**src/pkg/serial_prog_pkg.sv**
```systemverilog
// Shared constants and types for the serial programming read-back block
package serial_prog_pkg;

  // Link framing
  localparam int ADDR_W = 22;
  localparam int CMD_W = 4;
  localparam int OPERAND_BITS = 16;
  localparam int COUNT_W = 5;
  localparam logic [COUNT_W-1:0] COUNT_ONE = 5'h01;
  localparam logic [COUNT_W-1:0] CMD_LAST = 5'h03;
  localparam logic [COUNT_W-1:0] HALF_LAST = 5'h07;
  localparam logic [COUNT_W-1:0] SHIFT_START = 5'h09;
  localparam logic [COUNT_W-1:0] OPERAND_LAST = 5'h0f;

  // Four-bit commands
  localparam logic [CMD_W-1:0] CMD_CORE_INSTR = 4'h0;
  localparam logic [CMD_W-1:0] CMD_SHIFT_OUT_LATCH = 4'h2;
  localparam logic [CMD_W-1:0] CMD_TABLE_READ = 4'h9;

  // Core instruction encodings
  localparam logic [7:0] OP_MOVLW = 8'h0e;
  localparam logic [6:0] OP_MOVWF_TOP = 7'h37;
  localparam logic [5:0] OP_MOVF_TOP = 6'h14;
  localparam logic [3:0] OP_BSF = 4'h8;
  localparam logic [3:0] OP_BCF = 4'h9;

  // Special function register addresses
  localparam logic [7:0] SFR_TABLE_PTR_UPPER = 8'hf8;
  localparam logic [7:0] SFR_TABLE_PTR_HIGH = 8'hf7;
  localparam logic [7:0] SFR_TABLE_PTR_LOW = 8'hf6;
  localparam logic [7:0] SFR_HOLDING_LATCH = 8'hf5;
  localparam logic [7:0] SFR_NVM_CONTROL = 8'ha6;
  localparam logic [7:0] SFR_EEPROM_DATA = 8'ha8;
  localparam logic [7:0] SFR_EEPROM_ADDR_LOW = 8'ha9;
  localparam logic [7:0] SFR_EEPROM_ADDR_HIGH = 8'haa;

  // Nvm control fields
  localparam int PROGRAM_SPACE_BIT = 7;
  localparam int CONFIG_SPACE_BIT = 6;
  localparam int READ_START_BIT = 0;
  localparam logic [7:0] NVM_CONTROL_RESET = 8'h00;

  // Address map
  localparam logic [ADDR_W-1:0] ADDR_ONE = 22'h000001;
  localparam logic [ADDR_W-1:0] ADDR_ZERO = 22'h000000;
  localparam logic [ADDR_W-1:0] ID_BASE = 22'h200000;
  localparam logic [ADDR_W-1:0] ID_LAST = 22'h200007;
  localparam logic [ADDR_W-1:0] CFG_OSC_HIGH_ADDR = 22'h300001;
  localparam logic [ADDR_W-1:0] CFG_BROWNOUT_LOW_ADDR = 22'h300002;
  localparam logic [ADDR_W-1:0] CFG_WATCHDOG_HIGH_ADDR = 22'h300003;
  localparam logic [ADDR_W-1:0] CFG_CODE_PROT_LOW_ADDR = 22'h300008;
  localparam logic [ADDR_W-1:0] CFG_CODE_PROT_HIGH_ADDR = 22'h300009;
  localparam logic [ADDR_W-1:0] CFG_WRITE_PROT_LOW_ADDR = 22'h30000a;
  localparam logic [ADDR_W-1:0] CFG_WRITE_PROT_HIGH_ADDR = 22'h30000b;
  localparam logic [ADDR_W-1:0] PART_IDENT_LOW_ADDR = 22'h3ffffe;
  localparam logic [ADDR_W-1:0] PART_IDENT_HIGH_ADDR = 22'h3fffff;

  // Protection fields
  localparam int EEPROM_GUARD_BIT = 7;
  localparam int BOOT_GUARD_BIT = 6;
  localparam int EEPROM_LOCK_BIT = 7;
  localparam int BOOT_LOCK_BIT = 6;
  localparam int CONFIG_LOCK_BIT = 5;
  localparam logic [2:0] BLOCK_BOOT = 3'h0;
  localparam logic [2:0] BLOCK_FIRST = 3'h1;
  localparam logic [2:0] BLOCK_NONE = 3'h7;

  // Byte returned by refused or unmapped reads
  localparam logic [7:0] INVALID_READ_BYTE = 8'h00;
  localparam logic [7:0] BYTE_ZERO = 8'h00;
  localparam logic [15:0] WORD_ZERO = 16'h0000;

  typedef enum logic {SPACE_CODE, SPACE_EEPROM} mem_space_type;
  typedef enum logic {LINK_COMMAND, LINK_OPERAND} link_state_type;

endpackage

```
**src/hw/two_entry_buffer.sv**
```systemverilog
// Small valid/ready FIFO between the memory answer and the read-back logic
`timescale 1ns/10ps
module two_entry_buffer #(
  parameter int WIDTH = 8,
  parameter int DEPTH = 2
) (
  // Clock and reset
  input wire logic clk_sys,
  input wire logic reset_n,
  // Fill side
  input wire logic inValid,
  output logic inReady,
  input wire logic [WIDTH-1:0] inData,
  // Drain side
  output logic outValid,
  input wire logic outReady,
  output logic [WIDTH-1:0] outData
);
  localparam int PTR_W = (DEPTH > 1) ? $clog2(DEPTH) : 1;
  localparam logic [PTR_W-1:0] PTR_LAST = PTR_W'(DEPTH - 1);
  localparam logic [PTR_W:0] COUNT_FULL = (PTR_W + 1)'(DEPTH);
  localparam logic [PTR_W:0] COUNT_STEP = (PTR_W + 1)'(1);

  logic [WIDTH-1:0] entry [DEPTH];
  logic [PTR_W-1:0] wrPtr, rdPtr, next_wrPtr, next_rdPtr;
  logic [PTR_W:0] count, next_count;
  logic push, pop;

  assign inReady = (count != COUNT_FULL);
  assign outValid = (count != '0);
  assign outData = entry[rdPtr];
  assign push = inValid && inReady;
  assign pop = outValid && outReady;

  always_comb begin
    next_wrPtr = wrPtr;
    next_rdPtr = rdPtr;
    next_count = count;
    if (push) begin
      next_wrPtr = (wrPtr == PTR_LAST) ? '0 : wrPtr + PTR_W'(1);
    end
    if (pop) begin
      next_rdPtr = (rdPtr == PTR_LAST) ? '0 : rdPtr + PTR_W'(1);
    end
    if (push && !pop) begin
      next_count = count + COUNT_STEP;
    end else if (pop && !push) begin
      next_count = count - COUNT_STEP;
    end
  end

  always_ff @(posedge clk_sys or negedge reset_n) begin
    if (!reset_n) begin
      wrPtr <= '0;
      rdPtr <= '0;
      count <= '0;
    end else begin
      wrPtr <= next_wrPtr;
      rdPtr <= next_rdPtr;
      count <= next_count;
    end
  end

  // Storage has no reset; entries are only read while counted valid
  always_ff @(posedge clk_sys) begin
    if (push) begin
      entry[wrPtr] <= inData;
    end
  end
endmodule // two_entry_buffer

```
**src/hw/serial_prog_readback.sv**
```systemverilog
// Device-side read-back logic of the two-wire serial programming port
`timescale 1ns/10ps
module serial_prog_readback
  import serial_prog_pkg::*;
#(
  parameter int CODE_BYTES = 65536,
  parameter int BOOT_BYTES = 2048,
  parameter int BLOCK_BYTES = 16384,
  parameter logic [7:0] PART_IDENT_HIGH = 8'h5a, // arbitrary value
  parameter logic [2:0] PART_IDENT_CODE = 3'h5,  // arbitrary value
  parameter logic [4:0] REVISION = 5'h01         // arbitrary value
) (
  // Clock and reset
  input wire logic clk_sys,
  input wire logic reset_n,
  // Programming pins
  input wire logic progClockPin,
  input wire logic progDataPinIn,
  output logic progDataPinOut,
  output logic progDataPinOe,
  // Nonvolatile read port
  output logic memReq,
  output mem_space_type memSpace,
  output logic [ADDR_W-1:0] memAddr,
  input wire logic memRvalid,
  output logic memRready,
  input wire logic [7:0] memRdata,
  // Configuration bytes from the array
  input wire logic [7:0] oscConfigHigh,
  input wire logic [7:0] brownoutConfigLow,
  input wire logic [7:0] watchdogConfigHigh,
  input wire logic [7:0] codeProtectConfigLow,
  input wire logic [7:0] codeProtectConfigHigh,
  input wire logic [7:0] writeProtectConfigLow,
  input wire logic [7:0] writeProtectConfigHigh,
  // Write permission levels
  output logic [3:0] writeAllowCode,
  output logic writeAllowBoot,
  output logic writeAllowEeprom,
  output logic writeAllowConfig
);
  localparam logic [ADDR_W-1:0] CODE_LAST = ADDR_W'(CODE_BYTES - 1);

  logic clkSync1, clkSync2, clkPrev, datSync1, datSync2;
  logic progClkRise, progClkFall;
  link_state_type linkState, next_linkState;
  logic [COUNT_W-1:0] bitCount, next_bitCount;
  logic [CMD_W-1:0] cmd, next_cmd;
  logic [OPERAND_BITS-1:0] operand, next_operand, word;
  logic [7:0] outShift, next_outShift;
  logic outActive, next_outActive;
  logic [ADDR_W-1:0] tablePtr, next_tablePtr, next_memAddr;
  logic [7:0] holdLatch, next_holdLatch, eepromData, next_eepromData;
  logic [15:0] eepromAddr, next_eepromAddr;
  logic [7:0] nvmControl, next_nvmControl, wreg, next_wreg;
  logic [7:0] fetchByte, next_fetchByte, localByte, sfrValue;
  logic fetchPending, next_fetchPending, next_memReq;
  mem_space_type pendKind, next_pendKind, next_memSpace;
  logic [2:0] lastBlock, next_lastBlock, readBlock;
  logic [4:0] guardVec;
  logic codeRange, idRange, blockGuarded, firstGuarded, eepromGuarded, startRead;
  logic bufOutValid, bufOutReady;
  logic [7:0] bufOutData;

  // Pin synchronisers
  always_ff @(posedge clk_sys or negedge reset_n) begin
    if (!reset_n) begin
      clkSync1 <= 1'b0;
      clkSync2 <= 1'b0;
      clkPrev <= 1'b0;
      datSync1 <= 1'b0;
      datSync2 <= 1'b0;
    end else begin
      clkSync1 <= progClockPin;
      clkSync2 <= clkSync1;
      clkPrev <= clkSync2;
      datSync1 <= progDataPinIn;
      datSync2 <= datSync1;
    end
  end

  assign progClkRise = clkSync2 && !clkPrev;
  assign progClkFall = !clkSync2 && clkPrev;
  assign word = {datSync2, operand[OPERAND_BITS-1:1]};

  // Protection decode
  assign codeRange = (tablePtr <= CODE_LAST);
  assign idRange = (tablePtr >= ID_BASE) && (tablePtr <= ID_LAST);
  assign readBlock = !codeRange ? BLOCK_NONE :
                     (tablePtr < ADDR_W'(BOOT_BYTES)) ? BLOCK_BOOT :
                     3'(ADDR_W'(BLOCK_FIRST) + tablePtr / ADDR_W'(BLOCK_BYTES));
  assign guardVec = {codeProtectConfigLow[3:0], codeProtectConfigHigh[BOOT_GUARD_BIT]};
  assign blockGuarded = (readBlock != BLOCK_NONE) && !guardVec[readBlock];
  assign firstGuarded = blockGuarded && (readBlock != lastBlock);
  assign eepromGuarded = !codeProtectConfigHigh[EEPROM_GUARD_BIT];
  assign startRead = progClkFall && (linkState == LINK_COMMAND) && (bitCount == CMD_LAST)
                     && (next_cmd == CMD_TABLE_READ);

  // Write permissions
  assign writeAllowCode = writeProtectConfigLow[3:0];
  assign writeAllowBoot = writeProtectConfigHigh[BOOT_LOCK_BIT];
  assign writeAllowEeprom = writeProtectConfigHigh[EEPROM_LOCK_BIT];
  assign writeAllowConfig = writeProtectConfigHigh[CONFIG_LOCK_BIT];

  // Bytes answered without the array
  always_comb begin
    if (tablePtr == CFG_OSC_HIGH_ADDR) begin
      localByte = oscConfigHigh;
    end else if (tablePtr == CFG_BROWNOUT_LOW_ADDR) begin
      localByte = brownoutConfigLow;
    end else if (tablePtr == CFG_WATCHDOG_HIGH_ADDR) begin
      localByte = watchdogConfigHigh;
    end else if (tablePtr == CFG_CODE_PROT_LOW_ADDR) begin
      localByte = codeProtectConfigLow;
    end else if (tablePtr == CFG_CODE_PROT_HIGH_ADDR) begin
      localByte = codeProtectConfigHigh;
    end else if (tablePtr == CFG_WRITE_PROT_LOW_ADDR) begin
      localByte = writeProtectConfigLow;
    end else if (tablePtr == CFG_WRITE_PROT_HIGH_ADDR) begin
      localByte = writeProtectConfigHigh;
    end else if (tablePtr == PART_IDENT_LOW_ADDR) begin
      localByte = {PART_IDENT_CODE, REVISION};
    end else if (tablePtr == PART_IDENT_HIGH_ADDR) begin
      localByte = PART_IDENT_HIGH;
    end else begin
      localByte = INVALID_READ_BYTE;
    end
  end

  // Register file seen by core instructions
  always_comb begin
    if (word[7:0] == SFR_TABLE_PTR_UPPER) begin
      sfrValue = 8'(tablePtr[21:16]);
    end else if (word[7:0] == SFR_TABLE_PTR_HIGH) begin
      sfrValue = tablePtr[15:8];
    end else if (word[7:0] == SFR_TABLE_PTR_LOW) begin
      sfrValue = tablePtr[7:0];
    end else if (word[7:0] == SFR_HOLDING_LATCH) begin
      sfrValue = holdLatch;
    end else if (word[7:0] == SFR_NVM_CONTROL) begin
      sfrValue = nvmControl;
    end else if (word[7:0] == SFR_EEPROM_DATA) begin
      sfrValue = eepromData;
    end else if (word[7:0] == SFR_EEPROM_ADDR_LOW) begin
      sfrValue = eepromAddr[7:0];
    end else if (word[7:0] == SFR_EEPROM_ADDR_HIGH) begin
      sfrValue = eepromAddr[15:8];
    end else begin
      sfrValue = BYTE_ZERO;
    end
  end

  assign bufOutReady = !outActive;

  two_entry_buffer #(.WIDTH(8), .DEPTH(2)) i_two_entry_buffer (
    .clk_sys(clk_sys),
    .reset_n(reset_n),
    .inValid(memRvalid),
    .inReady(memRready),
    .inData(memRdata),
    .outValid(bufOutValid),
    .outReady(bufOutReady),
    .outData(bufOutData)
  );

  always_comb begin
    next_linkState = linkState;
    next_bitCount = bitCount;
    next_cmd = cmd;
    next_operand = operand;
    next_outShift = outShift;
    next_outActive = outActive;
    next_tablePtr = tablePtr;
    next_holdLatch = holdLatch;
    next_eepromAddr = eepromAddr;
    next_eepromData = eepromData;
    next_nvmControl = nvmControl;
    next_wreg = wreg;
    next_fetchByte = fetchByte;
    next_fetchPending = fetchPending;
    next_pendKind = pendKind;
    next_lastBlock = lastBlock;
    next_memReq = 1'b0;
    next_memAddr = memAddr;
    next_memSpace = memSpace;
    // Array answers, stalled while a byte is on the pin
    if (bufOutValid && bufOutReady) begin
      next_fetchPending = 1'b0;
      if (pendKind == SPACE_EEPROM) begin
        next_eepromData = eepromGuarded ? INVALID_READ_BYTE : bufOutData;
        next_nvmControl[READ_START_BIT] = 1'b0;
      end else begin
        next_fetchByte = bufOutData;
      end
    end
    if (progClkRise && outActive && bitCount >= SHIFT_START) begin
      next_outShift = {1'b0, outShift[7:1]};
    end
    if (progClkFall && linkState == LINK_COMMAND) begin
      next_cmd = {datSync2, cmd[CMD_W-1:1]};
      next_bitCount = bitCount + COUNT_ONE;
      if (bitCount == CMD_LAST) begin
        next_linkState = LINK_OPERAND;
        next_bitCount = '0;
        if (next_cmd == CMD_TABLE_READ) begin
          if (firstGuarded) begin
            next_fetchByte = INVALID_READ_BYTE;
            next_lastBlock = readBlock;
          end else if ((codeRange || idRange) && !fetchPending) begin
            next_memReq = 1'b1;
            next_memAddr = tablePtr;
            next_memSpace = SPACE_CODE;
            next_pendKind = SPACE_CODE;
            next_fetchPending = 1'b1;
            next_lastBlock = readBlock;
          end else begin
            next_fetchByte = localByte;
          end
          next_tablePtr = (tablePtr == CODE_LAST) ? ADDR_ZERO : tablePtr + ADDR_ONE;
        end
      end
    end else if (progClkFall) begin
      next_operand = word;
      next_bitCount = bitCount + COUNT_ONE;
      if (bitCount == HALF_LAST && cmd == CMD_TABLE_READ) begin
        next_outActive = 1'b1;
        next_outShift = fetchByte;
      end else if (bitCount == HALF_LAST && cmd == CMD_SHIFT_OUT_LATCH) begin
        next_outActive = 1'b1;
        next_outShift = holdLatch;
      end
      if (bitCount == OPERAND_LAST) begin
        next_outActive = 1'b0;
        next_linkState = LINK_COMMAND;
        next_bitCount = '0;
        if (cmd == CMD_CORE_INSTR) begin
          if (word[15:8] == OP_MOVLW) begin
            next_wreg = word[7:0];
          end else if (word[15:9] == OP_MOVWF_TOP) begin
            if (word[7:0] == SFR_TABLE_PTR_UPPER) begin
              next_tablePtr[21:16] = wreg[5:0];
            end else if (word[7:0] == SFR_TABLE_PTR_HIGH) begin
              next_tablePtr[15:8] = wreg;
            end else if (word[7:0] == SFR_TABLE_PTR_LOW) begin
              next_tablePtr[7:0] = wreg;
            end else if (word[7:0] == SFR_HOLDING_LATCH) begin
              next_holdLatch = wreg;
            end else if (word[7:0] == SFR_NVM_CONTROL) begin
              next_nvmControl = wreg;
            end else if (word[7:0] == SFR_EEPROM_DATA) begin
              next_eepromData = wreg;
            end else if (word[7:0] == SFR_EEPROM_ADDR_LOW) begin
              next_eepromAddr[7:0] = wreg;
            end else if (word[7:0] == SFR_EEPROM_ADDR_HIGH) begin
              next_eepromAddr[15:8] = wreg;
            end
          end else if (word[15:10] == OP_MOVF_TOP && !word[9]) begin
            next_wreg = sfrValue;
          end else if (word[7:0] == SFR_NVM_CONTROL
                       && (word[15:12] == OP_BSF || word[15:12] == OP_BCF)) begin
            next_nvmControl[word[11:9]] = (word[15:12] == OP_BSF);
          end
          // Read start only reaches the data EEPROM
          if (next_nvmControl[READ_START_BIT] && !nvmControl[READ_START_BIT]) begin
            if (!next_nvmControl[PROGRAM_SPACE_BIT] && !next_nvmControl[CONFIG_SPACE_BIT]
                && !fetchPending) begin
              next_memReq = 1'b1;
              next_memAddr = ADDR_W'(next_eepromAddr);
              next_memSpace = SPACE_EEPROM;
              next_pendKind = SPACE_EEPROM;
              next_fetchPending = 1'b1;
            end else begin
              next_nvmControl[READ_START_BIT] = 1'b0;
            end
          end
        end
      end
    end
  end

  always_ff @(posedge clk_sys or negedge reset_n) begin
    if (!reset_n) begin
      linkState <= LINK_COMMAND;
      bitCount <= '0;
      cmd <= '0;
      operand <= WORD_ZERO;
      outShift <= BYTE_ZERO;
      outActive <= 1'b0;
      tablePtr <= ADDR_ZERO;
      holdLatch <= BYTE_ZERO;
      eepromAddr <= WORD_ZERO;
      eepromData <= BYTE_ZERO;
      nvmControl <= NVM_CONTROL_RESET;
      wreg <= BYTE_ZERO;
      fetchByte <= BYTE_ZERO;
      fetchPending <= 1'b0;
      pendKind <= SPACE_CODE;
      lastBlock <= BLOCK_NONE;
      memReq <= 1'b0;
      memAddr <= ADDR_ZERO;
      memSpace <= SPACE_CODE;
    end else begin
      linkState <= next_linkState;
      bitCount <= next_bitCount;
      cmd <= next_cmd;
      operand <= next_operand;
      outShift <= next_outShift;
      outActive <= next_outActive;
      tablePtr <= next_tablePtr;
      holdLatch <= next_holdLatch;
      eepromAddr <= next_eepromAddr;
      eepromData <= next_eepromData;
      nvmControl <= next_nvmControl;
      wreg <= next_wreg;
      fetchByte <= next_fetchByte;
      fetchPending <= next_fetchPending;
      pendKind <= next_pendKind;
      lastBlock <= next_lastBlock;
      memReq <= next_memReq;
      memAddr <= next_memAddr;
      memSpace <= next_memSpace;
    end
  end

  assign progDataPinOut = outShift[0];
  assign progDataPinOe = outActive;
endmodule // serial_prog_readback

```
**config.mk**
```make
export PLATFORM = sky130hd
export DESIGN_NAME = serial_prog_readback
export DESIGN_NICKNAME = d
export VERILOG_FILES = /design/src/pkg/serial_prog_pkg.sv /design/src/hw/two_entry_buffer.sv /design/src/hw/serial_prog_readback.sv
export SDC_FILE = /design/constraint.sdc
export NUM_CORES = 1
export LEC_CHECK = 0
export ABC_AREA = 1
export BUFFER_PORTS_ARGS = -buffer_cell sky130_fd_sc_hd__buf_2
export CAP_MARGIN = 15
export CORE_MARGIN = 1.5
export CORE_UTILIZATION = 25
export DETAILED_ROUTE_END_ITERATION = 7
export GPL_TIMING_DRIVEN = 0
export PLACE_DENSITY = 0.49
export SLEW_MARGIN = 30
export SYNTH_ARGS = -nofsm -noshare
export SYNTH_HDL_FRONTEND = slang
export SYNTH_HIERARCHICAL = 1
export SYNTH_SLANG_ARGS = --single-unit
```
**constraint.sdc**
```tcl
create_clock -name clk_sys -period 2.64 [get_ports clk_sys]
set_input_delay 0.528 -clock clk_sys [delete_from_list [all_inputs] [get_ports clk_sys]]
set_output_delay 0.528 -clock clk_sys [all_outputs]
set_load 0.01 [all_outputs]
```
==> results of run 1 <==
==> logic make-up (layout without fill, tap and decap cells) <==
kind of cell,Yosys count,after routing,synth area share (%)
adders and majority gates,13,13,1.59
and+or+nand+nor,720,720,30.0
AOI/OAI and AO/OA,285,285,15.4
buffers and inverters,239,391,9.39
DFF,165,165,41.1
xor gates and xnor gates,12,12,1.10
muxes,14,14,1.44
==> metal layers <==
metal / routed length, um / GRT usage [%]
met1: 16600 / 23.2
met5: 23 / 0
met2: 16400 / 26.8
met3: 2060 / 3.79
met4: 663 / 4.46
==> worst reg2reg max path: cells and delay by family, from the launching register on <==
| kind | cells | cell delay (ns) |
|---|---|---|
| compound gates | 4 | 0.83 |
| buf+inv | 2 | 0.27 |
| flops | 1 | 0.43 |
| simple gates | 5 | 0.85 |
==> cell usage after synthesis (all sizes together), types with 8 or more instances <==
library cell / n
nand2: 427
o211ai: 13
nor2: 140
mux2i: 8
edfxtp: 16
a31oi: 11
xor2: 11
buf: 24
or2: 11
nand3: 81
clkbuf: 19
ha: 13
o22ai: 8
nor3: 29
dfrtp: 146
a21oi: 89
nand4: 22
inv: 194
o21ai: 138
==> flip-flops by register name, summed over array words and instances (netlist names), 2 cells and up <==
signal                    flops
nvmControl                    8
outShift                      8
operand                      15
eepromAddr                   16
cmd                           4
fetchByte                     8
wreg                          8
lastBlock                     3
memAddr                      22
eepromData                    8
i_two_entry_buffer/entry     16
tablePtr                     22
holdLatch                     8
bitCount                      5
i_two_entry_buffer/count      2
==> cell type report <==
type,instances,area [um2]
Buffer,43,231
Clock buffer,17,425
Clock inverter,15,184
Fill cell,4447,28200
Inverter,196,751
Multi-Input combinational cell,1044,5270
Sequential cell,165,4220
Tap cell,532,666
Timing Repair Buffer,120,713
==> repair_timing <==
item | 4_1_cts | 5_1_grt
endpoints found under the hold margin | 31 | 0
cloned | 0 | 0
pin swaps | 4 | 8
setup buffers | 4 | 12
hold buffers | 1 | 0
gates resized for setup | 18 | 56
setup endpoints to repair | 60 | 66
==> stage by stage <==
| stage | cell area [um2] | power [mW] |
|---|---|---|
| final | 12500 | 8.86 |
| after global routing | 12500 | 9.46 |
| after CTS | 12200 | 8.70 |
| after detailed placement | 11500 | 6.00 |
| after global placement | 11400 | 5.96 |
| after floorplan | 10300 | 5.11 |
==> worst min-delay path by stage <==
stage	slack, ns	cells past startpoint	to
after floorplan	0.23	0	bitCount[0]
after global placement	0.34	0	clkSync2
after detailed placement	0.34	0	clkSync2
after CTS	0.17	1	clkSync1
after global routing	0.17	1	clkSync1
final	0.19	1	datSync1
==> power breakdown <==
group          internal, mW  switching, mW
clock network          1.36           1.24
registers              2.95          0.315
logic                  1.00           2.00
total                  5.31           3.55
==> results.md, run 1 <==
Critical path:
- The critical register-to-register path endpoint is wreg[6].
- The capture point of the critical path is wreg[6].
- Counting buffers and inverters, the worst setup path is 11 cells deep.
- On the critical path the largest part of the delay comes from simple AND/OR/NAND/NOR gates.
- For the worst setup path, the data arrival time is 2.82 ns.
- Counting cells, the worst reg-to-reg path comes to 11.
- Setup slack on the worst reg-to-reg path comes out at 0.14 ns.
- The critical setup path kind is flop to flop.
- The largest individual stage delay along the critical path comes from the cell sky130_fd_sc_hd__dfrtp_1.
- The startpoint identified for the worst register-to-register timing path is operand[6].
- Of all nets on the critical path, the largest fanout is 8.
- The type of destination of the critical path is a flop.
- The worst setup path startpoint is operand[6].
- The kind of start point of the critical path is a flop.
- The largest stage delay on the critical path is 0.43 ns.
- For the worst setup path, the data required time is 2.96 ns.
- The critical path contains buffers and inverters numbering 2 combined.
- The most numerous cell type found on the critical path is sky130_fd_sc_hd__nand2_1.
- The signal on the critical path passes through nand2_2 > nor3_4 > buf_4 > nand2_1 > inv_1 > nor2_1 > o221ai_1 > nand2_1 > o21ai_0 > o21ai_1 > a22oi_1.

Synth:
- After synthesis the netlist holds a flip-flop and latch count of approximately 170.
- Each instance of the synthesized netlist takes up on average 7.08 um2.
- The net count after synthesis is roughly 1.5k.
- The part of the Yosys area used for sequential elements is 41.1%.
- The most used flip-flop cell after synthesis is sky130_fd_sc_hd__dfrtp_1.
- The cell taking the most area after synthesis is sky130_fd_sc_hd__dfrtp_1.
- After synthesis, the cell types taking the most area are sky130_fd_sc_hd__dfrtp_1 (36%), sky130_fd_sc_hd__nand2_1 (15%), sky130_fd_sc_hd__inv_1 (6.8%).
- Yosys mapped a number of flops with a built-in enable equal to 16.
- The netlist area before placement is slightly above 0.01 mm2.
- The share of the synthesized area in the top cell type is 35.6%.
- The async set-reset flop share out of synthesis is between 90% and 100%.
- Synthesis instantiated 54 different standard cells from the library.
- The number of warnings issued by yosys is 6.
- The cell count after synthesis is around 1.4k.

Global routing:
- The number of global-route vias before repair is between 9k and 10k.
- The initial antenna violation count is 2.
- The wire length of the first global-routing pass is 54.4 mm.
- The maximum number of pins on one net before global-route repair is 65.
- Summed over all layers, the global routing overflow is 0.
- The total global-route track usage is 16.9%.

Floorplanning:
- In this run the core area contains 74 standard-cell rows.
- Once the floorplan was initialized, standard cells occupied 25.2% of the core.
- The floorplan step defined a die boundary enclosing 0.0423 mm2.
- Pin placement for this block handled 103 I/O pins.
- The die is 206 um tall.
- The core region area is 0.0406 mm2.
- The horizontal die dimension is 206 um.

Clocking:
- The clock tree from TritonCTS is built.
- The clock drives ~170 sinks.
- The tree is rooted in a sky130_fd_sc_hd__clkbuf_16.
- The clock latency on the worst-skew pair is 0.45 ns.
- The clock transition time at the flip-flop clock pins of the worst setup and hold paths is 0.08 ns.
- The total CTS buffers is 17.
- The buffer levels on the longest clock path is 2.
- The H-tree was split into 4 levels.

Placed design:
- The placer congestion estimate is 0.920.
- In this run the tool buffered the top-level ports with 101 buffer cells.
- Counting tap cells, the placed design contains a total of 2083 instances.
- The half-perimeter wire length after detailed placement is 27.7 mm.
- The worst setup timing slack at the placement stage is -0.245 ns.

Timing:
- Setup violations remaining at the end of the flow were counted as 0.
- The upper clock frequency limit is roughly 400 MHz.
- For the final database, setup skew stands at 0.0230 ns.
- The worst hold slack is 0.187 ns.
- The slew of the pin with the lowest slew margin is around 0.86 ns.
- The setup slack after layout is 0.140 ns.
- The number of failing hold endpoints at the final stage is 0.
- The worst path uses about 95% of the clock period.
- After routing, the total negative slack on setup checks comes to 0 ns.
- The relative slew slack is 42.0%.
- The shortest clock period the worst path allows after layout is between 2 and 3 ns.
- The total count of max-transition violations in the final report is 0.

Drt:
- The total wire length after detailed routing is 35.7 mm.
- The via count is 10.1k.
- The post-detailed-route via-to-cell ratio is 4.74.
- The first detailed-routing pass took 5 iterations.
- The detail route stage leaves a number of antenna-violating nets equal to 0.
- Dividing the detail-routed wire length by the instance count gives 16.7 um.
- After the first detailed-routing iteration, the DRC count stood at about 800.
- The total DRC errors in the routed layout is 0.

Cells and area:
- Cells fill 30.7% of the core in the end.
- In the layout the commonest cells are sky130_fd_sc_hd__nand2_1 (406), sky130_fd_sc_hd__inv_1 (185), sky130_fd_sc_hd__dfrtp_1 (139).
- Compared with the post-synthesis result, the final layout area differs by 21.5%.
- The library cell used most frequently in the layout, excluding fill and tap cells, is sky130_fd_sc_hd__nand2_1.
- The number of non-filler instances in the completed layout is 2132.
- The antenna diode instance count is 0.
- The final layout contains 1669 nets.
- The share of post-route cells with drive strength above 1 is 17.6%.

Pwr:
- The cell leakage power is 6.14 nW.
- The peak supply drop is between 300 and 400 uV.
- For this design the ratio of total power to cell area is 711 mW/mm2.

Worst hold path:
- The worst hold path begins at progDataPinIn.
- The path class of the tightest hold or removal check is input port to flop.

Run:
- Max-cap violations in this run came to 0.

Run status:
- The run finished with clean final reports.
(Power assumes the default switching activity.)
==> inputs of run 2 (changes only) <==
--- a/config.mk
+++ b/config.mk
@@ -9,10 +9,10 @@
 export BUFFER_PORTS_ARGS = -buffer_cell sky130_fd_sc_hd__buf_2
 export CAP_MARGIN = 15
 export CORE_MARGIN = 1.5
-export CORE_UTILIZATION = 25
+export CORE_UTILIZATION = 55
 export DETAILED_ROUTE_END_ITERATION = 7
 export GPL_TIMING_DRIVEN = 0
-export PLACE_DENSITY = 0.49
+export PLACE_DENSITY = 0.84
 export SLEW_MARGIN = 30
 export SYNTH_ARGS = -nofsm -noshare
 export SYNTH_HDL_FRONTEND = slang
==> results.md, run 2 (synthesis results as in run 1) <==
Timing:
- Final hold analysis gives a worst-case slack of 0.0201 ns.
- The worst path uses 96.4% of the clock period.
- For the pin with the worst max-slew slack, the measured transition is roughly 0.8 ns.
- Setup violations remaining at the end of the flow were counted as 0.
- The setup slack after layout is 0.0960 ns.
- The relative slew slack is 46.1%.
- Counting I/O delays and the setup requirement, the final critical path takes 2.54 ns.
- The number of failing hold endpoints at the final stage is 0.
- The total count of max-transition violations in the final report is 0.
- Between clock sinks in the finished design, the worst skew comes to 0.00990 ns.
- The upper clock frequency limit is about 390 MHz.

Worst hold path:
- The min-delay analysis places its worst path in the category input port to asynchronous set/reset pin.

Floorplanning:
- The number of top-level pins is 103.
- The horizontal die dimension is 140 um.
- The vertical die dimension is 140 um.
- The floorplan has 49 rows.
- The initial core utilization is between 50% and 60%.
- The area of the die is 0.0195 mm2.
- The core region area is 0.0181 mm2.

Critical path:
- The worst flop-to-flop path startpoint is datSync2.
- The largest single stage delay on the critical path is 0.48 ns.
- The highest fanout seen on the critical path is 10.
- By instance count, the cell type seen most on the critical path is sky130_fd_sc_hd__nand2_1.
- STA classifies the critical path startpoint as a flop.
- The critical register-to-register path endpoint is memAddr[8].
- Counting both buffers and inverters, the worst setup path holds a total of 4.
- The logic depth of the worst register-to-register path is 14.
- The cell at the slowest stage of the critical path is sky130_fd_sc_hd__dfrtp_1.
- Traced cell by cell, the critical path runs through inv_1 > nand3_1 > nor2_4 > inv_1 > nand2_1 > nand2_1 > nor2_4 > nand2_2 > a21oi_4 > buf_12 > nand2_8 > buf_6 > nand2_1 > nand2_1.
- Grouping stages by cell kind, the critical path spends the most delay in simple AND/OR/NAND/NOR gates.
- STA classifies the critical path endpoint as a flop.
- The setup path with the least slack is of type flop to flop.
- The worst endpoint data arrival time is around 2.9 ns.
- Data on the critical path is required at its endpoint by 2.96 ns.
- The minimum setup slack among reg-to-reg paths is 0.1 ns.

Cells and area:
- The commonest non-fill, non-tap cell in the layout is sky130_fd_sc_hd__nand2_1.
- The fill cell total of the finished layout is 1541.
- Excluding fillers, the count of instances in the completed layout stands at 1825.
- For this run, the post-layout net count is 1665.
- The antenna diode instance count is 0.
- Relative to the synthesized area, the layout overhead comes to 16.9%.
- In the layout the commonest cells are sky130_fd_sc_hd__nand2_1 (409), sky130_fd_sc_hd__inv_1 (185), sky130_fd_sc_hd__dfrtp_1 (140).
- The largest registers in the layout are memAddr: 22 flops, tablePtr: 22 flops.
- Cells with a size suffix above 1 make up 16.6% of the layout.
- The final design utilization is between 60% and 70%.
- Summing all non-filler instances in the final layout gives an area of about 0.012 mm2.

Drt:
- In the final routed layout, each cell accounts on average for 17.2 um.
- The count of nets left with antenna violations once routing finished came out at 0.
- After detailed routing, the number of vias per cell comes to between 5 and 6.
- The met1 layer wirelength in the final routing is 12.7 mm.
- The uppermost layer routed is met4.
- The total DRC errors in the routed layout is 4.
- The wire length on met2 is 14.9 mm.
- The routed design uses 2.38 mm of met3 wire.
- For this block, the initial DRC count from the detailed router was 1121.
- The pre-antenna-repair detailed-routing pass consisted of 8 iterations.
- For this block, the via count after detailed routing is 10.4k.
- After detailed routing, the total wire length is 31.4 mm.

Clocking:
- The clock tree root driver cell is sky130_fd_sc_hd__clkbuf_16.
- The clock reaches the later pin of the worst-skew pair after 0.44 ns.
- The clock transition time at the flip-flop clock pins of the worst setup and hold paths is 0.07 ns.
- Buffers inserted to repair hold after CTS numbered 0.
- In this run the deepest clock path goes through 2 buffers.
- The clock tree from TritonCTS is built.
- CTS saw 165 sinks.
- The number of H-tree levels is 4.
- In this run, CTS created clock tree buffers numbering 17.

Run status:
- The checks that failed: design-rule violations.
- The flow ran to the end, but the final reports show violations.

Placed design:
- The half-perimeter wire length after detailed placement is about 24 mm.
- Summing all placed instances gives a cell area of between 0.01 and 0.015 mm2.
- The placer congestion estimate is roughly 1.
- At the placement stage, the worst setup path has a slack of -0.231 ns.
- After detailed placement, the design holds a cell count of 1779.
- Buffers placed on the I/O ports in this run total around 100.

Global routing:
- Entering global routing, the biggest net connects 78 pins.
- The initial antenna violation count is 0.
- The wire length of the first global-routing pass is 49.3 mm.
- Global routing finished with a remaining overflow of 0.
- The total global-route track usage is 32.4%.
- The number of global-route vias before repair is ~9.6k.

Run:
- The count of maximum capacitance violations is 0.

Pwr:
- Power spread over the standard cell area amounts to between 700 and 800 mW/mm2.
- Summed over all cells, the static leakage comes to just over 6 nW.
- The peak supply drop is around 750 uV.
## run 2: final cells by class
type	instances	area, um2	share of cell area (%)
clock buffers	17	425	3.55
repair buffers	116	661	5.51
clock inverters	15	165	1.38
multi-input cells	1044	5260	43.8
inverters	196	748	6.24
flip-flops and latches	165	4220	35.2
plain buffers	43	231	1.93
well taps	229	287	2.39
## run 2: what timing repair did
item	in CTS	in global routing
buffers inserted	5	9
pin swaps	2	8
endpoints found under the setup margin	41	73
resized for setup	10	48
## run 2: layer usage
metal  GRT usage, %  vias up
met2           52.7      485
met4           14.8        0
met5              0        -
li1               -     4979
met1           42.0     4841
met3           6.37       95
## run 2: report_power, final
group / switching, mW / internal, mW
registers: 0.335 / 2.95
logic: 1.98 / 1.01
clock network: 1.16 / 1.35
## run 2: worst reg2reg max path, stage by stage, from the launching register on
cell	delay (ns)
sky130_fd_sc_hd__dfrtp_1	0.48
sky130_fd_sc_hd__inv_1	0.21
sky130_fd_sc_hd__nand3_1	0.18
sky130_fd_sc_hd__nor2_4	0.25
sky130_fd_sc_hd__inv_1	0.17
sky130_fd_sc_hd__nand2_1	0.10
sky130_fd_sc_hd__nand2_1	0.09
sky130_fd_sc_hd__nor2_4	0.18
sky130_fd_sc_hd__nand2_2	0.09
sky130_fd_sc_hd__a21oi_4	0.18
sky130_fd_sc_hd__buf_12	0.15
sky130_fd_sc_hd__nand2_8	0.08
sky130_fd_sc_hd__buf_6	0.15
sky130_fd_sc_hd__nand2_1	0.07
sky130_fd_sc_hd__nand2_1	0.06
## run 2: how the worst max path moves through the flow
stage,start,to,slack [ns],cells after the start
floorplan,tablePtr[14],memAddr[10],0.45,18
global placement,reset_n,tablePtr[21],-1.10,1
detailed placement,tablePtr[14],memAddr[8],-0.23,18
CTS,tablePtr[14],memAddr[8],-0.002,18
global route,tablePtr[14],memAddr[1],-0.02,18
finish,datSync2,memAddr[8],0.1,14
## run 2: stage by stage
stage                     power, mW  TNS [ns]
after floorplan                5.11         0
after global placement         5.81   -162.88
after detailed placement       5.90     -3.40
after CTS                      8.43  -0.00236
after global routing           9.25   -0.0708
final                          8.78         0
==> inputs of run 3 (changes only) <==
--- a/config.mk
+++ b/config.mk
@@ -9,10 +9,10 @@
 export BUFFER_PORTS_ARGS = -buffer_cell sky130_fd_sc_hd__buf_2
 export CAP_MARGIN = 15
 export CORE_MARGIN = 1.5
-export CORE_UTILIZATION = 55
+export CORE_UTILIZATION = 45
 export DETAILED_ROUTE_END_ITERATION = 7
 export GPL_TIMING_DRIVEN = 0
-export PLACE_DENSITY = 0.84
+export PLACE_DENSITY = 0.73
 export SLEW_MARGIN = 30
 export SYNTH_ARGS = -nofsm -noshare
 export SYNTH_HDL_FRONTEND = slang
==> results.md, run 3 (synthesis results as in run 1) <==
Critical path:
- The worst setup path is of the flop to flop kind.
- The kind of start point of the critical path is a flop.
- At the worst endpoint, the arrival time is 2.94 ns.
- The type of destination of the critical path is a flop.
- Walking the worst path, the cells encountered are inv_1 > nand3_1 > nor2_2 > inv_1 > nand2_1 > nand2_1 > nor2_2 > nand2_2 > a21oi_4 > nand2_4 > buf_6 > nand2_1 > nand2_1.
- The cell at the slowest stage of the critical path is sky130_fd_sc_hd__dfrtp_1.
- The kind of cell adding the most delay to the critical path is simple AND/OR/NAND/NOR gates.
- The buffer and inverter count on the worst path is 3.
- The largest stage delay on the critical path is 0.47 ns.
- For the worst setup path, the data required time is 2.98 ns.
- The minimum setup slack among reg-to-reg paths is about 0.041 ns.
- In this design, the critical path's most frequently occurring cell is sky130_fd_sc_hd__nand2_1.
- The highest fanout seen on the critical path is 10.

Drt:
- The total wire length after detailed routing is about 32 mm.
- The routed layout has 10.3k vias.
- Dividing the detail-routed via count by the number of cells gives between 5 and 6.
- The average detailed-routed wire length per instance is about 17 um.
- The total DRC errors in the routed layout is 0.
- In this run the remaining antenna-violating nets after routing total 0.
- In this run, the number of DRC markers left after iteration 0 of detailed routing was 924.
- Before antenna repair, the detailed router went through 7 iterations.

Cells and area:
- At the end of the flow the core is filled with cells to between 50% and 60%.
- The number of non-filler instances in the completed layout is ~1.9k.
- Fill cells in the final layout number 2160.
- The number of antenna diodes in the final layout is 0.
- The final layout contains 1671 nets.
- Of the cells placed in the final design, the portion with a size suffix greater than 1 is 16.8%.
- The largest registers in the layout are memAddr: 22 flops, tablePtr: 22 flops.
- The top cell types in the final layout, fill and taps aside, are sky130_fd_sc_hd__nand2_1 (409), sky130_fd_sc_hd__inv_1 (184), sky130_fd_sc_hd__dfrtp_1 (140).
- The commonest non-fill, non-tap cell in the layout is sky130_fd_sc_hd__nand2_1.
- Summing all non-filler instances in the final layout gives an area of around 0.012 mm2.
- The area growth from synthesis to layout is 18.0%.

Timing:
- The number of failing hold endpoints at the final stage is 0.
- For the pin with the worst max-slew slack, the measured transition is 0.861 ns.
- Setup repair after global routing could not meet its margin everywhere.
- The worst setup skew after layout is ~0.013 ns.
- The upper clock frequency limit is 385 MHz.
- The worst hold slack is 0.0464 ns.
- The worst pin sits at a relative slew slack of 42.1%.
- The total negative slack is 0 ns.
- The total count of max-transition violations in the final report is 0.
- The shortest clock period the worst path allows after layout is approximately 2.6 ns.
- Setup violations remaining at the end of the flow were counted as 0.
- After layout, the worst setup slack is 0.0409 ns.
- The share of the cycle needed by the critical path after routing is 98.5%.

Floorplanning:
- Measured along the y axis, the die boundary spans 154 um.
- The horizontal die dimension is 154 um.
- Row generation in the floorplan step produced 55 rows.
- After floorplanning, the core was sized to cover 0.0225 mm2.
- The area of the die is 0.0237 mm2.
- The initial utilization of the core area, before any placement, comes to 45.6%.
- Pin placement for this block handled 103 I/O pins.

Placed design:
- Timing analysis after detailed placement gives a worst setup slack of -0.247 ns.
- The half-perimeter wire length after detailed placement is approximately 24 mm.
- Once placement completed, the tool counted placed cells totaling 1835.
- Routability-driven placement finished with a final weighted congestion of 0.983.
- Port buffering added 101 buffers.
- The cell area reported after detailed placement is approximately 0.011 mm2.

Clocking:
- Clock-pin slew was measured on the worst setup and hold paths at roughly 0.08 ns.
- The clock latency on the worst-skew pair is ~0.45 ns.
- The clock tree from TritonCTS is built.
- The number of clock sinks is 165.
- The total CTS buffers is 17.
- The cell sitting at the root of the clock tree is a sky130_fd_sc_hd__clkbuf_16.
- The buffer levels on the longest clock path is 2.
- The number of H-tree levels is 4.

Run status:
- The flow ran to the end, and the final reports show no timing, DRC or antenna violations.

Worst hold path:
- The min-delay analysis places its worst path in the category input port to asynchronous set/reset pin.

Global routing:
- Global routing finished with a remaining overflow of 0.
- The wire length of the first global-routing pass is between 50 and 60 mm.
- The number of global-route vias before repair is 9690.
- The initial antenna violation count was 1.
- Across every metal layer, demand over resource in global routing totals a little over a quarter.
- Entering global routing, the biggest net connects 78 pins.

Pwr:
- The power density of the placed cells is roughly 730 mW/mm2.
- Total power for the finished layout comes to slightly below 9 mW.
- The cell leakage power is 6.12 nW.
- IR analysis of the VDD net gives a maximum drop of around 650 uV.

Run:
- The count of maximum capacitance violations is 0.
-- run 3: cell count changes in the layout (fill, tap and decap cells not counted), moves of 2 or more --
| cell | before | now |
|---|---|---|
| sky130_fd_sc_hd__buf_4 | 25 | 32 |
| sky130_fd_sc_hd__inv_6 | 5 | 1 |
| sky130_fd_sc_hd__clkinv_8 | 1 | 7 |
| sky130_fd_sc_hd__inv_2 | 6 | 8 |
-- run 3: worst paths after layout --
path,from,end,depth (start not counted)
setup / recovery,datSync2,memAddr[7],13
hold / removal,reset_n,memAddr[1],1
setup reg to reg,datSync2,memAddr[7],13
hold reg to reg,datSync1,datSync2,0
max in group asynchronous,reset_n,tablePtr[1],2
min in group clk_sys,progClockPin,clkSync1,1
-- run 3: timing repair --
item | CTS | global route
cloned | 0 | 0
setup buffers | 6 | 14
setup endpoints to repair | 52 | 76
pin swaps | 1 | 7
hold buffers | 0 | 0
hold endpoints to repair | 0 | 0
resized for setup | 11 | 39
-- run 3: final cells by class --
| cell class | count | area [um2] | area share, % |
|---|---|---|---|
| Buffer | 43 | 228 | 1.88 |
| Clock buffer | 17 | 425 | 3.52 |
| Clock inverter | 15 | 200 | 1.65 |
| Inverter | 196 | 744 | 6.15 |
| Multi-Input combinational cell | 1044 | 5230 | 43.2 |
| Sequential cell | 165 | 4220 | 34.9 |
| Tap cell | 285 | 357 | 2.95 |
| Timing Repair Buffer | 122 | 693 | 5.73 |
-- run 3: worst reg2reg max path, delay by kind of cell, from the launching register on --
family	cells	cell delay, ns
compound gates	1	0.31
flops	1	0.47
simple gates	9	1.17
buf+inv	3	0.55
-- run 3: power breakdown --
| group | internal (mW) | leakage [nW] | switching [mW] |
|---|---|---|---|
| logic | 0.951 | 3.71 | 1.98 |
| registers | 2.95 | 2.11 | 0.324 |
| clock network | 1.30 | 0.298 | 1.29 |
-- run 3: routing by layer --
layer / track usage, % / up-vias / wire length (um) / share of wire, %
met1: 35.6 / 4813 / 14000 / 44
li1: - / 4987 / - / -
met4: 10.8 / 0 / 966 / 3.0
met3: 6.00 / 81 / 2210 / 7.0
met2: 42.8 / 390 / 14700 / 46
met5: 0 / - / 0 / 0
